===== src/design/irqf_pkg.sv =====
// Purpose: Shared constants and carriers for the peripheral interrupt flag
//          and reset-status register bank.
// Assumes: APB with 32-bit data; register index times four is the address.
// Notes:   Every offset, bit position and reset value is named here once.

package irqf_pkg;

  // ***************************************************************
  // Bus and register map
  // ***************************************************************
  localparam int ADDR_W = 12;
  localparam int DATA_W = 32;
  localparam int REG_W = 8;
  // Register indices; byte address is index times four
  localparam logic [ADDR_W-1:0] IDX_IRQ_CONTROL = 12'h00B;
  localparam logic [ADDR_W-1:0] IDX_FLAGS = 12'h00C;
  localparam logic [ADDR_W-1:0] IDX_ENABLES = 12'h08C;
  localparam logic [ADDR_W-1:0] IDX_POWER = 12'h08E;
  localparam logic [ADDR_W-1:0] IDX_EVT_STATUS = 12'h0C0;
  localparam logic [ADDR_W-1:0] IDX_EVT_MASK = 12'h0C1;
  localparam logic [ADDR_W-1:0] ADDR_IRQ_CONTROL = IDX_IRQ_CONTROL << 2;
  localparam logic [ADDR_W-1:0] ADDR_FLAGS = IDX_FLAGS << 2;
  localparam logic [ADDR_W-1:0] ADDR_ENABLES = IDX_ENABLES << 2;
  localparam logic [ADDR_W-1:0] ADDR_POWER = IDX_POWER << 2;
  localparam logic [ADDR_W-1:0] ADDR_EVT_STATUS = IDX_EVT_STATUS << 2;
  localparam logic [ADDR_W-1:0] ADDR_EVT_MASK = IDX_EVT_MASK << 2;

  // ***************************************************************
  // Field positions
  // ***************************************************************
  localparam int BIT_CONV_DONE = 6;
  localparam int BIT_SERIAL_DONE = 3;
  localparam int BIT_CAPT_CMP = 2;
  localparam int BIT_PERIOD_MATCH = 1;
  localparam int BIT_WIDE_OVF = 0;
  localparam int BIT_GLOBAL_EN = 7;
  localparam int BIT_PERIPH_EN = 6;
  localparam int BIT_POWER_ON = 1;
  localparam int BIT_BROWNOUT = 0;
  // Implemented bits; the rest read zero and ignore writes
  localparam logic [REG_W-1:0] FLAGS_IMPL = 8'h4F;
  localparam logic [REG_W-1:0] IRQ_CONTROL_IMPL = 8'hC0;
  localparam logic [REG_W-1:0] POWER_IMPL = 8'h03;

  // ***************************************************************
  // Reset values
  // ***************************************************************
  localparam logic [REG_W-1:0] FLAGS_RST = 8'h00;
  localparam logic [REG_W-1:0] ENABLES_RST = 8'h00;
  localparam logic [REG_W-1:0] IRQ_CONTROL_RST = 8'h00;
  localparam logic [REG_W-1:0] EVT_RST = 8'h00;
  localparam logic [REG_W-1:0] POWER_RST = 8'h00;

  // ***************************************************************
  // Types
  // ***************************************************************
  typedef enum logic [1:0] {
    CCP_OFF = 2'b00,
    CCP_CAPTURE = 2'b01,
    CCP_COMPARE = 2'b10,
    CCP_PWM = 2'b11
  } irqf_ccp_mode_e;

  // One-cycle event pulses from the peripherals
  typedef struct packed {
    logic conv_done;
    logic serial_done;
    logic capture;
    logic compare_match;
    logic period_match;
    logic wide_timer_overflow;
  } irqf_evt_s;

  // Reset-cause inputs from the reset controller
  typedef struct packed {
    logic brownout_evt;
    logic brownout_detector_enable;
  } irqf_rst_cause_s;

endpackage


===== src/design/irqf_flag_reg.sv =====
// Purpose: Byte register of hardware-set flags with software write access.
// Assumes: set_vec bits are one-cycle pulses; wr_en is one cycle.
// Notes:   Hardware set wins over a software clear in the same cycle.

`timescale 1ns/1ps
`default_nettype none

module irqf_flag_reg #(
  parameter logic [7:0] IMPL = 8'hFF,
  parameter logic [7:0] RST = 8'h00,
  parameter bit W1C = 1'b0
) (
  // Clock and reset
  input wire logic clk,
  input wire logic nrst,
  // Hardware and software access
  input wire logic [7:0] set_vec,
  input wire logic wr_en,
  input wire logic [7:0] wr_data,
  output logic [7:0] q
);

  logic [7:0] q_ff;
  logic [7:0] nxt_q;

  // ***************************************************************
  // Per-bit next state
  // ***************************************************************
  genvar gi;
  generate
    for (gi = 0; gi < 8; gi++) begin : g_bit
      if (IMPL[gi]) begin : g_impl
        // Write-one-to-clear or plain store, set taking priority
        assign nxt_q[gi] = set_vec[gi] |
          (W1C ? (q_ff[gi] & ~(wr_en & wr_data[gi]))
               : (wr_en ? wr_data[gi] : q_ff[gi]));
      end else begin : g_unimpl
        assign nxt_q[gi] = 1'b0;
      end
    end
  endgenerate

  // Flag storage
  always_ff @(posedge clk or negedge nrst) begin
    if (!nrst) begin
      q_ff <= RST & IMPL;
    end else begin
      q_ff <= nxt_q;
    end
  end

  assign q = q_ff;

endmodule

`default_nettype wire


===== src/design/irqf_rst_status.sv =====
// Purpose: Power-on and brown-out reset status bits.
// Assumes: power_on_nrst falls only at power-on; the core reset does not
//          reach these bits, so they survive pin and watchdog resets.
// Notes:   A brown-out pulse clears its bit only with the detector enabled.

`timescale 1ns/1ps
`default_nettype none

module irqf_rst_status (
  // Clock and power-on reset
  input wire logic clk,
  input wire logic power_on_nrst,
  // Reset cause from the reset controller
  input wire irqf_pkg::irqf_rst_cause_s cause,
  // Software access
  input wire logic wr_en,
  input wire logic [7:0] wr_data,
  output logic [7:0] q
);

  logic power_on_ff;
  logic brownout_ff;
  logic nxt_power_on;
  logic nxt_brownout;
  logic bod_clear;

  // Power-on status is zero after power-on until software sets it
  assign nxt_power_on = wr_en ? wr_data[irqf_pkg::BIT_POWER_ON]
                              : power_on_ff;
  // Brown-out pulse clears the bit and beats a software write
  assign bod_clear = cause.brownout_evt &
                     cause.brownout_detector_enable;
  assign nxt_brownout = bod_clear ? 1'b0 :
    (wr_en ? wr_data[irqf_pkg::BIT_BROWNOUT] : brownout_ff);

  // Only power-on clears these, so later resets keep the evidence
  always_ff @(posedge clk or negedge power_on_nrst) begin
    if (!power_on_nrst) begin
      power_on_ff <= irqf_pkg::POWER_RST[irqf_pkg::BIT_POWER_ON];
      brownout_ff <= irqf_pkg::POWER_RST[irqf_pkg::BIT_BROWNOUT];
    end else begin
      power_on_ff <= nxt_power_on;
      brownout_ff <= nxt_brownout;
    end
  end

  assign q = {6'h00, power_on_ff, brownout_ff};

endmodule

`default_nettype wire


===== src/design/irqf_top.sv =====
// Purpose: Peripheral interrupt flag register and reset-status register,
//          reached over APB, with enables and an event interrupt output.
// Assumes: Event inputs are one-cycle pulses synchronous to clk.
// Notes:   Zero-wait APB slave; read data is captured in the setup cycle.
//
// Functional notes
// - Every flag sets on its event whatever the enable bits say.
// - Flag bits 7, 5 and 4 ignore writes and read as zero.
// - Bit 6 sets on conversion done and holds until written to zero.
// - Bit 3 sets on serial transfer done and holds until cleared.
// - In capture mode bit 2 sets on a timer capture and holds.
// - In compare mode bit 2 sets on a compare match and holds.
// - A flag requests an interrupt only if enabled and periph enable set.
// - Power-control bit 1 tells power-on from pin or watchdog reset.
// - Power-control bit 0 tells brown-out from power-on reset.
// - Bit 0 is set by software; cleared later means a brown-out.
// - With the detector disabled bit 0 is not updated by hardware.
//
// Register access over APB is this design's own decision.

`timescale 1ns/1ps
`default_nettype none

module irqf_top (
  // Clock and resets
  input wire logic clk,
  input wire logic nrst,
  input wire logic power_on_nrst,
  // APB slave
  input wire logic psel,
  input wire logic penable,
  input wire logic pwrite,
  input wire logic [irqf_pkg::ADDR_W-1:0] paddr,
  input wire logic [irqf_pkg::DATA_W-1:0] pwdata,
  output logic [irqf_pkg::DATA_W-1:0] prdata,
  output logic pready,
  output logic pslverr,
  // Peripheral events and capture/compare mode
  input wire irqf_pkg::irqf_evt_s evt,
  input wire irqf_pkg::irqf_ccp_mode_e ccp_mode,
  // Reset cause
  input wire irqf_pkg::irqf_rst_cause_s rst_cause,
  // Interrupt outputs
  output logic periph_irq_req,
  output logic core_irq,
  output logic irq
);

  // ***************************************************************
  // APB decode
  // ***************************************************************
  logic [irqf_pkg::DATA_W-1:0] prdata_ff;
  logic pready_ff;
  logic pslverr_ff;
  logic setup_ph;
  logic access_done;
  logic wr_done;
  logic sel_flags;
  logic sel_enables;
  logic sel_irqctl;
  logic sel_power;
  logic sel_stat;
  logic sel_mask;
  logic mapped;
  logic [7:0] wdata8;
  logic [7:0] rd_mux;

  assign setup_ph = psel & ~penable;
  assign access_done = psel & penable & pready_ff;
  assign wr_done = access_done & pwrite;
  assign wdata8 = pwdata[7:0];
  // Full-address compare, so misaligned addresses fall out as unmapped
  assign sel_flags = (paddr == irqf_pkg::ADDR_FLAGS);
  assign sel_enables = (paddr == irqf_pkg::ADDR_ENABLES);
  assign sel_irqctl = (paddr == irqf_pkg::ADDR_IRQ_CONTROL);
  assign sel_power = (paddr == irqf_pkg::ADDR_POWER);
  assign sel_stat = (paddr == irqf_pkg::ADDR_EVT_STATUS);
  assign sel_mask = (paddr == irqf_pkg::ADDR_EVT_MASK);
  assign mapped = sel_flags | sel_enables | sel_irqctl | sel_power |
                  sel_stat | sel_mask;

  // ***************************************************************
  // Flag set events
  // ***************************************************************
  logic ccp_set;
  logic [7:0] flag_set;
  logic [7:0] flags_q;
  logic [7:0] enables_ff;
  logic [7:0] irqctl_ff;
  logic [7:0] power_q;
  logic [7:0] stat_q;
  logic [7:0] mask_ff;

  // Capture or compare sets bit 2 by mode; PWM drives nothing
  assign ccp_set =
    ((ccp_mode == irqf_pkg::CCP_CAPTURE) & evt.capture) |
    ((ccp_mode == irqf_pkg::CCP_COMPARE) & evt.compare_match);

  // Events set flags with no regard to enables
  assign flag_set = {1'b0, evt.conv_done, 2'b00, evt.serial_done,
                     ccp_set, evt.period_match,
                     evt.wide_timer_overflow};

  // Flags store writes; unimplemented bits are forced to zero
  irqf_flag_reg #(
    .IMPL(irqf_pkg::FLAGS_IMPL),
    .RST(irqf_pkg::FLAGS_RST),
    .W1C(1'b0)
  ) u_flags (
    .clk(clk),
    .nrst(nrst),
    .set_vec(flag_set),
    .wr_en(wr_done & sel_flags),
    .wr_data(wdata8),
    .q(flags_q)
  );

  // Event status: the same flag events, sticky, write one to clear
  irqf_flag_reg #(
    .IMPL(irqf_pkg::FLAGS_IMPL),
    .RST(irqf_pkg::EVT_RST),
    .W1C(1'b1)
  ) u_evt_status (
    .clk(clk),
    .nrst(nrst),
    .set_vec(flag_set),
    .wr_en(wr_done & sel_stat),
    .wr_data(wdata8),
    .q(stat_q)
  );

  // Power-on and brown-out status
  irqf_rst_status u_rst_status (
    .clk(clk),
    .power_on_nrst(power_on_nrst),
    .cause(rst_cause),
    .wr_en(wr_done & sel_power),
    .wr_data(wdata8),
    .q(power_q)
  );

  // ***************************************************************
  // Control registers
  // ***************************************************************
  logic [7:0] nxt_enables;
  logic [7:0] nxt_irqctl;
  logic [7:0] nxt_mask;

  assign nxt_enables = (wr_done & sel_enables) ?
                       (wdata8 & irqf_pkg::FLAGS_IMPL) : enables_ff;
  assign nxt_irqctl = (wr_done & sel_irqctl) ?
                      (wdata8 & irqf_pkg::IRQ_CONTROL_IMPL) : irqctl_ff;
  assign nxt_mask = (wr_done & sel_mask) ?
                    (wdata8 & irqf_pkg::FLAGS_IMPL) : mask_ff;

  // Enable, control and mask storage
  always_ff @(posedge clk or negedge nrst) begin
    if (!nrst) begin
      enables_ff <= irqf_pkg::ENABLES_RST;
      irqctl_ff <= irqf_pkg::IRQ_CONTROL_RST;
      mask_ff <= irqf_pkg::EVT_RST;
    end else begin
      enables_ff <= nxt_enables;
      irqctl_ff <= nxt_irqctl;
      mask_ff <= nxt_mask;
    end
  end

  // ***************************************************************
  // Interrupt outputs
  // ***************************************************************
  logic periph_req_ff;
  logic core_irq_ff;
  logic irq_ff;
  logic nxt_periph_req;

  // Request needs a flag, its enable and the peripheral enable
  assign nxt_periph_req = (|(flags_q & enables_ff)) &
                          irqctl_ff[irqf_pkg::BIT_PERIPH_EN];

  // Registered so every output comes from a flop; costs one cycle
  always_ff @(posedge clk or negedge nrst) begin
    if (!nrst) begin
      periph_req_ff <= 1'b0;
      core_irq_ff <= 1'b0;
      irq_ff <= 1'b0;
    end else begin
      periph_req_ff <= nxt_periph_req;
      core_irq_ff <= nxt_periph_req & irqctl_ff[irqf_pkg::BIT_GLOBAL_EN];
      irq_ff <= |(stat_q & mask_ff);
    end
  end

  // ***************************************************************
  // Read data and response
  // ***************************************************************
  assign rd_mux = ({8{sel_flags}} & flags_q) |
                  ({8{sel_enables}} & enables_ff) |
                  ({8{sel_irqctl}} & irqctl_ff) |
                  ({8{sel_power}} & power_q) |
                  ({8{sel_stat}} & stat_q) |
                  ({8{sel_mask}} & mask_ff);

  // Answer one cycle after setup; unmapped gives an error and zero
  always_ff @(posedge clk or negedge nrst) begin
    if (!nrst) begin
      prdata_ff <= '0;
      pready_ff <= 1'b0;
      pslverr_ff <= 1'b0;
    end else begin
      pready_ff <= setup_ph;
      pslverr_ff <= setup_ph & ~mapped;
      if (setup_ph) begin
        prdata_ff <= {24'h000000, rd_mux};
      end
    end
  end

  assign prdata = prdata_ff;
  assign pready = pready_ff;
  assign pslverr = pslverr_ff;
  assign periph_irq_req = periph_req_ff;
  assign core_irq = core_irq_ff;
  assign irq = irq_ff;
endmodule

`default_nettype wire


===== config.mk =====
export PLATFORM = sky130hd
export DESIGN_NAME = irqf_top
export DESIGN_NICKNAME = d
export VERILOG_FILES = /design/src/design/irqf_pkg.sv /design/src/design/irqf_flag_reg.sv /design/src/design/irqf_rst_status.sv /design/src/design/irqf_top.sv
export SDC_FILE = /design/constraint.sdc
export NUM_CORES = 1
export LEC_CHECK = 0
export BUFFER_PORTS_ARGS = -buffer_cell sky130_fd_sc_hd__buf_2
export CORE_ASPECT_RATIO = 0.8
export CORE_UTILIZATION = 49
export DETAILED_ROUTE_END_ITERATION = 12
export PLACE_DENSITY = 0.84
export SLEW_MARGIN = 10
export SYNTH_ARGS = -nofsm -noshare
export SYNTH_HDL_FRONTEND = slang
export SYNTH_SLANG_ARGS = --single-unit

===== constraint.sdc =====
create_clock -name clk -period 2.9 [get_ports clk]
set_clock_uncertainty 0.05 [all_clocks]
set_input_delay 0 -clock clk [delete_from_list [all_inputs] [get_ports clk]]
set_output_delay 0 -clock clk [all_outputs]
set_load 0.05 [all_outputs]

==> reports/results.tsv, run 1 <==
metric	value	unit
Crit Path Max Fanout	3	
Sw Share	30.5	%
TNS Setup	0	ns
CTS Buf Count	5	
clock share of power	34.9	%
asr flop ratio synth	100	%
Worst-path clk slew	0.07	ns
H-tree depth	2	
CP Launch Type	flop	
DRC	0	
Post-CTS Resized	0	
RSZ-0062 raised after global routing	no	
# IOs	97	
global route overflow	0	
# rows	20	
Mapped Area	1980	µm²
relative slew slack	52.9	%
vias in the first global route	1531	
# setup viols final	0	
Post-DP HPWL	3.26	mm
Critical Path AT	2.29	ns
Routed wire per std cell	15.0	µm
CTS tree	yes	
PortBufs	44	
Layout Nets	306	
Placer Congestion	0.877	
EDFF count, synth	0	
crit path time final	2.12	ns
Iter 0 DRT Violations	121	
DRT Pass-1 Iters	6	
initial core utilization	51.8	%
Area contributors post-synth	dfrtp_1, buf_4, mux2_2	
#FFs+latches synth	35	
Fin. Hold Viols	0	
Post-CTS Setup Inserts	0	
Synth Area per Inst	10.8	µm²
power density over cell area	454	nW/µm²
leakage	1.17	nW
maximum vdd drop	346	µV
max-cap violations	0	
routed via count	1641	
die area	4310	µm²
Antenna Nets Post-Route	0	
Syn. warnings	0	
CP cell instances	nand4_1 > or4_4 > mux2i_1 > a21oi_1 > dlygate4sd3_1	
Crit path largest cell delay	0.58	ns
sequential cell area fraction in the yosys report	44.2	%
ANT cells	0	
post-synth cell types	44	
Slew @ Worst Pin	0.706	ns
outcome	finished clean	
internal power	0.765	mW
die height	58.9	µm
Final period util	73.2	%
maximum buffer depth of the clock tree	2	
Worst EP required	3.07	ns
Clock Tree Root	clkbuf_8	
layout cells sized above 1	31.6	%
core region area	3830	µm²
hold slack	0.0462	ns
Post-CTS Hold Fix Bufs	18	
combinational power share	19.4	%
worst-skew pair later-pin latency	0.29	ns
Final Max Tran Viols	0	
switching power	0.336	mW
antenna violations before repair	0	
final WL	4.52	mm
post-synth top area share	44.2	%
Yosys top cell by area	dfrtp_1	
sequential group share of total power	45.7	%
synthesized instance count	183	
slowest CP cell	dlygate4sd3_1	
fmax	0.471	GHz
Crit Path Class	reg -> reg	
HP Class	in -> reg	
All-Layer GR Usage	22.6	%
Die W	73.1	µm
global-route wire length before repair	7.09	mm
CP Capture Type	flop	
ys flop type	dfrtp_1	
clock sink count	35	
via/cell ratio	5.43	
area grow syn2layout	22.2	%
largest net degree at the start of global routing	34	
## path summary, 6_finish.rpt
| check | start | endpoint | slack (ns) | cells past startpoint |
|---|---|---|---|---|
| max | pready | u_rst_status.brownout_ff | 0.78 | 5 |
| min | paddr[2] | prdata[0] | 0.05 | 3 |
| max reg2reg | pready | u_rst_status.brownout_ff | 0.78 | 5 |
| min reg2reg | prdata[7] | prdata[7] | 0.44 | 2 |
| max in group asynchronous | nrst | u_flags.q[3] | 2.10 | 2 |
| min in group asynchronous | nrst | pslverr | 0.24 | 2 |
## cell usage after synthesis (2+ instances only)
cell type / n
nand3_1: 7
nand2_1: 9
nor4_1: 4
inv_1: 2
a222oi_1: 2
nor4_4: 2
mux2_2: 14
mux2i_1: 4
a22oi_1: 4
nor3_4: 2
or2_2: 2
and3_1: 5
nor2_1: 5
a21oi_1: 11
a21o_1: 4
and2_1: 2
or4_1: 2
clkbuf_1: 3
or3_1: 3
nor3_1: 4
buf_4: 27
a31oi_1: 3
or4_4: 2
dfrtp_1: 35
a211o_1: 5
nand3b_1: 2
## placed cells by master (no fill, tap or decap), types with 2 or more instances in the layout
cell,count
nor2_1,5
a22oi_1,4
and2_1,2
and3_1,5
nor4_1,4
clkbuf_8,7
or3_1,3
mux2_2,14
nor3_1,4
nand3_1,7
a21oi_1,11
nand3b_1,2
dfrtp_1,35
mux2i_1,4
or2_2,2
or4_4,2
nor4_4,2
a211o_1,5
a222oi_1,2
or4_1,2
dlygate4sd3_1,18
buf_2,44
nor3_4,2
a21o_1,4
nand2_1,9
a31oi_1,3
conb_1,26
inv_1,2
## power groups by stage
| stage | Combinational, mW | Sequential [mW] | Clock (mW) |
|---|---|---|---|
| after floorplan | 0.137 | 0.545 | 0 |
| after global placement | 0.197 | 0.511 | 0 |
| after detailed placement | 0.199 | 0.512 | 0 |
| after CTS | 0.214 | 0.503 | 0.393 |
| after global routing | 0.227 | 0.503 | 0.415 |
| final | 0.214 | 0.503 | 0.385 |
## per-layer routing
layer / routed length (µm) / part of all wire (%) / up-vias / track usage (%)
met1: 1920 / 43 / 809 / 28.3
met3: 348 / 7.7 / 9 / 5.48
li1: - / - / 750 / -
met2: 2190 / 48 / 73 / 37.0
met5: 0 / 0 / - / 0
met4: 63 / 1.4 / 0 / 10.6
## sequential cells by signal, indices dropped and copies added, names as in the netlist
name,count
enables_ff,5
pslverr,1
u_flags.q,5
pready,1
u_rst_status.power_on_ff,1
core_irq,1
periph_irq_req,1
u_evt_status.q,5
prdata,6
u_rst_status.brownout_ff,1
irq,1
mask_ff,5
irqctl_ff,2
## worst max-delay path, delay by kind of cell, from the launching register on
kind | cells | cell delay, ns
flip-flops | 1 | 0.35
AND/OR/NAND/NOR | 2 | 0.79
multiplexers | 1 | 0.14
AO/OA/AOI/OAI | 1 | 0.14
buffers and inverters | 1 | 0.58
## logic make-up (layout without fill, tap and decap cells)
kind of cell | count (synthesis) | count (layout) | share of synthesized area [%]
simple gates | 61 | 61 | 21.6
other cells | 1 | 26 | 0.189
flops | 35 | 35 | 44.2
buf+inv | 34 | 73 | 12.0
mux | 19 | 19 | 10.7
compound gates | 33 | 33 | 11.4
## metrics by stage
stage	power, mW	util (%)	worst slack [ns]	instance area [µm²]	instances
detailed placement	0.711	56.0	0.945	2140	276
finish	1.10	63.3	0.776	2420	302
global placement	0.709	56.0	0.973	2140	276
floorplan	0.683	-	1.04	2080	208
CTS	1.11	63.3	0.816	2420	302
global route	1.15	63.3	0.686	2420	302
## layout make-up
type,instances,area [µm²]
Fill cell,326,1410
Multi-Input combinational cell,139,963
Sequential cell,35,876
Timing Repair Buffer,63,408
Clock buffer,8,100
Tap cell,55,68.8
Inverter,2,7.51
(Power assumes the default switching activity.)
==> inputs of run 2 (changes only) <==
ABC_AREA = 1   (was default)
CORE_UTILIZATION = 46   (was 49)
PLACE_DENSITY = 0.79   (was 0.84)
clock period = 2.2 ns   (was 2.9 ns; I/O delays follow)
==> run 2 against run 1 <==
Effect of this change: sequential share of layout area fell by 1.6 points; worst hold slack got worse by 0.040 ns; clock power rose by 55%; clock-buffer cell count fell by 2; highest routed layer unchanged.
==> reports/results.tsv, run 2 <==
metric	value	unit	change
ANT cells	0		unchanged
crit path time final	1.86	ns	-0.262 ns
Fin. Hold Viols	0		unchanged
maximum vdd drop	404	µV	+17%
highest-count cells in the layout ignoring fill and taps	nand2_1, buf_2, dfrtp_1		
Die W	76.6	µm	+4.8%
Slew @ Worst Pin	0.709	ns	+0.00320 ns
post-synthesis simple-gate area fraction	31.6	%	+10 points
worst-skew pair later-pin latency	0.29	ns	about the same
leakage	1.29	nW	+10%
routed via count	1815		+11%
CP Capture Type	flop		
area grow syn2layout	23.9	%	
dpl cell area	2230	µm²	+4.0%
Post-Synth Adder-Cell Area	0	%	unchanged
mux share of post-synthesis cell area	0	%	-11 points
HP Class	in -> reg		
post-synth top area share	42.8	%	-1.4 points
via/cell ratio	4.75		-13%
final WL	4.47	mm	-1.2%
core region area	4230	µm²	+10%
Worst EP required	2.38	ns	-0.69 ns
layout cells sized above 1	21.8	%	-9.7 points
DRC	0		unchanged
Iter 0 DRT Violations	105		-13%
total power	1.55	mW	+41%
Area contributors post-synth	dfrtp_1, nand2_1, buf_4		
antenna violations before repair	0		unchanged
H-tree depth	2		unchanged
Layout Nets	384		+25%
ys flop type	dfrtp_1		
Yosys top cell by area	dfrtp_1		
fin area	2540	µm²	+4.7%
Routed wire per std cell	11.7	µm	-22%
PortBufs	44		unchanged
CP Launch Type	flop		
Compound-Gate Fraction of Synth Area	9.84	%	-1.5 points
initial core utilization	48.4	%	-3.4 points
die area	4730	µm²	+9.7%
Critical Path AT	2.05	ns	-0.24 ns
# IOs	97		unchanged
Clock Tree Root	clkbuf_8		
Crit Path Class	reg -> reg		
outcome	finished clean		
power density over cell area	610	nW/µm²	+34%
Final period util	84.6	%	+11 points
most instantiated cells after synthesis	nand2_1, dfrtp_1, buf_4		
CTS tree	yes		
hold slack	0.00571	ns	-0.0404 ns
Syn. warnings	0		unchanged
Post-CTS Resized	0		unchanged
global route overflow	0		unchanged
Mapped Area	2050	µm²	+3.3%
fmax	0.537	GHz	+14%
relative slew slack	52.7	%	-0.21 points
All-Layer GR Usage	20.9	%	-1.7 points
Post-DP HPWL	3.10	mm	-5.1%
Synth Area in XOR/XNOR	0	%	unchanged
Placer Congestion	0.838		-4.4%
DRT Pass-1 Iters	4		-2
die height	61.7	µm	+4.7%
commonest non-fill, non-tap cell in the layout	nand2_1		
max-cap violations	0		unchanged
CTS Buf Count	5		unchanged
global-route wire length before repair	7.34	mm	+3.6%
Crit Path Max Fanout	10		+7
Final Max Tran Viols	0		unchanged
max reg flops	6		unchanged
RSZ-0062 raised after global routing	no		
maximum buffer depth of the clock tree	2		unchanged
Antenna Nets Post-Route	0		unchanged
asr flop ratio synth	100	%	unchanged
Synth Area per Inst	8.00	µm²	-26%
largest family of logic cells by synthesized area	simple AND/OR/NAND/NOR gates		
clock sink count	35		unchanged
Worst-path clk slew	0.07	ns	about the same
TNS Setup	0	ns	unchanged
sequential cell area fraction in the yosys report	42.8	%	-1.4 points
largest net degree at the start of global routing	34		unchanged
# setup viols final	0		unchanged
#FFs+latches synth	35		unchanged
synthesized instance count	256		+40%
most instantiated library cell after synthesis	nand2_1		
# rows	21		+5.0%
vias in the first global route	1619		+5.7%
EDFF count, synth	0		unchanged
post-synth cell types	30		-32%
-- run 2: metrics by stage --
step           std cells  setup slack (ns)  util, %
6_report             382             0.338     60.0
3_3_place_gp         355             0.757     52.7
2_1_floorplan        281             0.698        -
3_5_place_dp         355             0.752     52.7
5_1_grt              382             0.230     60.0
4_1_cts              382             0.363     60.0
-- run 2: final timing paths --
kind / startpoint / slack (ns) / to / depth (start not counted)
min in group asynchronous: nrst / 0.25 / prdata[6] / 2
worst max register to register: pready / 0.34 / u_flags.q[1] / 6
worst min register to register: irqctl_ff[6] / 0.47 / irqctl_ff[6] / 2
worst min-delay path: psel / 0.006 / prdata[7] / 4
worst max-delay path: pready / 0.34 / u_flags.q[1] / 6
max in group asynchronous: nrst / 1.39 / mask_ff[0] / 2
-- run 2: kinds of logic after synthesis --
group           Yosys count
buf+inv                  56
simple gates            126
compound gates           38
other cells               1
flops                    35
-- run 2: critical path, cell delays in order (launching register included) --
cell and delay (ns):
dfrtp_1 0.37, nand4_1 0.09, clkinv_1 0.29, nand3_4 0.29, a21oi_1 0.08, o21ai_0 0.07
dlygate4sd3_1 0.56
-- run 2: cell type report --
| type | instances | area (µm²) |
|---|---|---|
| Inverter | 27 | 101 |
| Sequential cell | 35 | 876 |
| Multi-Input combinational cell | 190 | 946 |
| Clock buffer | 6 | 82.6 |
| Clock inverter | 2 | 35.0 |
| Fill cell | 395 | 1690 |
| Tap cell | 57 | 71.3 |
| Timing Repair Buffer | 65 | 425 |
-- run 2: power breakdown --
| group | total (mW) | leakage, nW | switching, mW | internal, mW |
|---|---|---|---|---|
| logic | 0.291 | 0.801 | 0.220 | 0.0712 |
| clock network | 0.597 | 0.0612 | 0.230 | 0.366 |
| registers | 0.661 | 0.425 | 0.00560 | 0.656 |
| total | 1.55 | 1.29 | 0.456 | 1.09 |
-- run 2: layer usage --
metal / GRT usage [%] / vias to the layer above / part of all wire [%]
met5: 0 / - / 0
met4: 10.7 / 0 / 1.7
li1: - / 915 / -
met1: 26.4 / 827 / 47
met2: 35.1 / 66 / 47
met3: 4.44 / 7 / 4.9
-- run 2: timing repair --
item | 4_1_cts | 5_1_grt
hold buffers | 19 | 0
hold endpoints to repair | 58 | 0
buffers inserted | 0 | 0
==> inputs of run 3 (changes only) <==
CORE_UTILIZATION = 42   (was 46)
PLACE_DENSITY = 0.76   (was 0.79)
clock period = 1.6 ns   (was 2.2 ns; I/O delays follow)
==> run 3 against run 2 <==
Effect of this change: flip-flop and latch count stayed put; setup slack got worse by 0.10 ns; combinational power is 37% higher; critical endpoint is now u_flags.q[2]; highest routed layer unchanged.
==> reports/results.tsv, run 3 (same netlist as run 2, synthesis figures left out) <==
metric	value	unit	change
outcome	finished clean		
All-Layer GR Usage	18.4	%	-2.5 points
sequential group share of total power	42.9	%	+0.2 points
fmax	0.732	GHz	
Iter 0 DRT Violations	111		+5.7%
max-cap violations	0		unchanged
Clock Tree Root	clkbuf_8		
die height	64.5	µm	+4.5%
commonest non-fill, non-tap cell in the layout	nand2_1		
maximum buffer depth of the clock tree	2		unchanged
global-route wire length before repair	7.20	mm	-1.9%
DRT Pass-1 Iters	4		unchanged
routed wl met3	363	µm	+67%
Antenna Nets Post-Route	0		unchanged
ANT cells	0		unchanged
max reg flops	6		unchanged
Placer Congestion	0.838		about the same
Layout Nets	385		+0.26%
Worst-path clk slew	0.07	ns	about the same
Slew @ Worst Pin	0.722	ns	+0.0126 ns
CP cell instances	dlygate4sd3_1 > buf_2 > a31oi_1 > dlygate4sd3_1 > o211ai_1		
CP Capture Type	flop		
Final Max Tran Viols	0		unchanged
Post-DP HPWL	3.25	mm	+4.8%
layout cells sized above 1	22.4	%	+0.55 points
antenna violations before repair	0		unchanged
slowest CP cell	dlygate4sd3_1		
met2 wire length	2.08	mm	-0.48%
fin util	55.1	%	-4.9 points
area grow syn2layout	24.3	%	
global route overflow	0		unchanged
multi-input logic area	946	µm²	unchanged
fill count	441		+12%
# rows	22		+4.8%
Register-to-Register Path Depth	5		-1
clock sink count	35		unchanged
Fin. Hold Viols	0		unchanged
Post-CTS Setup Inserts	0		unchanged
Die W	80.1	µm	+4.5%
routed via count	1835		+1.1%
fin area	2550	µm²	+0.35%
RSZ-0062 raised after global routing	no		
initial core utilization	44.3	%	-4.1 points
Final period util	85.4	%	
largest net degree at the start of global routing	34		unchanged
DR top layer	met4		
Routed wire per std cell	11.4	µm	-2.5%
CTS tree	yes		
internal power	1.50	mW	+38%
crit path time final	1.37	ns	
CP most frequent cell	dlygate4sd3_1		
PortBufs	44		unchanged
maximum vdd drop	493	µV	+22%
core region area	4620	µm²	+9.3%
# setup viols final	0		unchanged
via/cell ratio	4.75		about the same
Crit path largest cell delay	0.58	ns	+0.02 ns
combinational power share	18.9	%	about the same
# IOs	97		unchanged
Crit Path Class	in -> reg		
Crit Path Max Fanout	2		-8
worst-skew pair later-pin latency	0.28	ns	about the same
die area	5160	µm²	+9.2%
power density over cell area	833	nW/µm²	+36%
switching power	0.616	mW	+35%
Hold Path Depth	4		unchanged
Met1 Routed Length	1.93	mm	-7.4%
HP Class	in -> reg		
DRC	0		unchanged
H-tree depth	2		unchanged
CP Launch Type	input pin		
TNS Setup	0	ns	unchanged
relative slew slack	51.9	%	-0.84 points
leakage	1.30	nW	+0.74%
Worst EP required	1.72	ns	-0.66 ns
CTS Buf Count	5		unchanged
register area	876	µm²	unchanged
highest-count cells in the layout ignoring fill and taps	nand2_1, buf_2, dfrtp_1		
Critical Path AT	1.48	ns	-0.57 ns
dpl cell area	2250	µm²	+0.84%
total power	2.12	mW	+37%
vias in the first global route	1611		-0.49%
final WL	4.40	mm	-1.5%
Sw Share	29.1	%	-0.35 points
clock share of power	38.2	%	-0.3 points
-- run 3: layout make-up --
type / instances / area share (%)
inverters: 27 / 3.98
repair buffers: 66 / 16.9
clock inverters: 2 / 1.38
multi-input cells: 190 / 37.1
clock buffers: 6 / 3.24
well taps: 60 / 2.95
flip-flops and latches: 35 / 34.4
-- run 3: metal layers --
metal | GRT usage, % | vias to the layer above
li1 | - | 915
met1 | 24.9 | 841
met2 | 30.0 | 75
met3 | 4.37 | 4
met4 | 4.02 | 0
met5 | 0 | -
-- run 3: critical path: cells and delay by family --
family | cells | cell delay, ns
compound gates | 2 | 0.24
buf+inv | 3 | 1.24
-- run 3: final timing paths --
path,start,end,slack [ns]
worst min-delay path,psel,prdata[7],0.02
min in group asynchronous,nrst,core_irq,0.26
worst max register to register,pready,u_evt_status.q[0],0.30
max in group asynchronous,nrst,mask_ff[0],0.78
worst max-delay path,evt[2],u_flags.q[2],0.23
worst min register to register,u_rst_status.power_on_ff,u_rst_status.power_on_ff,0.46
-- run 3: power by group through the flow --
stage	sequential [mW]	clock [mW]	combinational, mW
2_1_floorplan	0.988	0	0.256
3_3_place_gp	0.926	0	0.364
3_5_place_dp	0.927	0	0.368
4_1_cts	0.910	0.825	0.402
5_1_grt	0.911	0.858	0.428
6_report	0.910	0.810	0.400
-- run 3: per-stage QoR --
stage               cells  hold WS, ns  setup slack, ns
detailed placement    360       -0.262            0.269
finish                386       0.0165            0.234
floorplan             281       -0.346           0.0984
global placement      360       -0.264            0.337
global route          386       0.0366            0.139
CTS                   386       0.0259            0.255
-- run 3: repair_timing --
action | in CTS | in global routing
hold endpoints to repair | 58 | 0
resized for setup | 0 | 0
hold buffers | 18 | 0
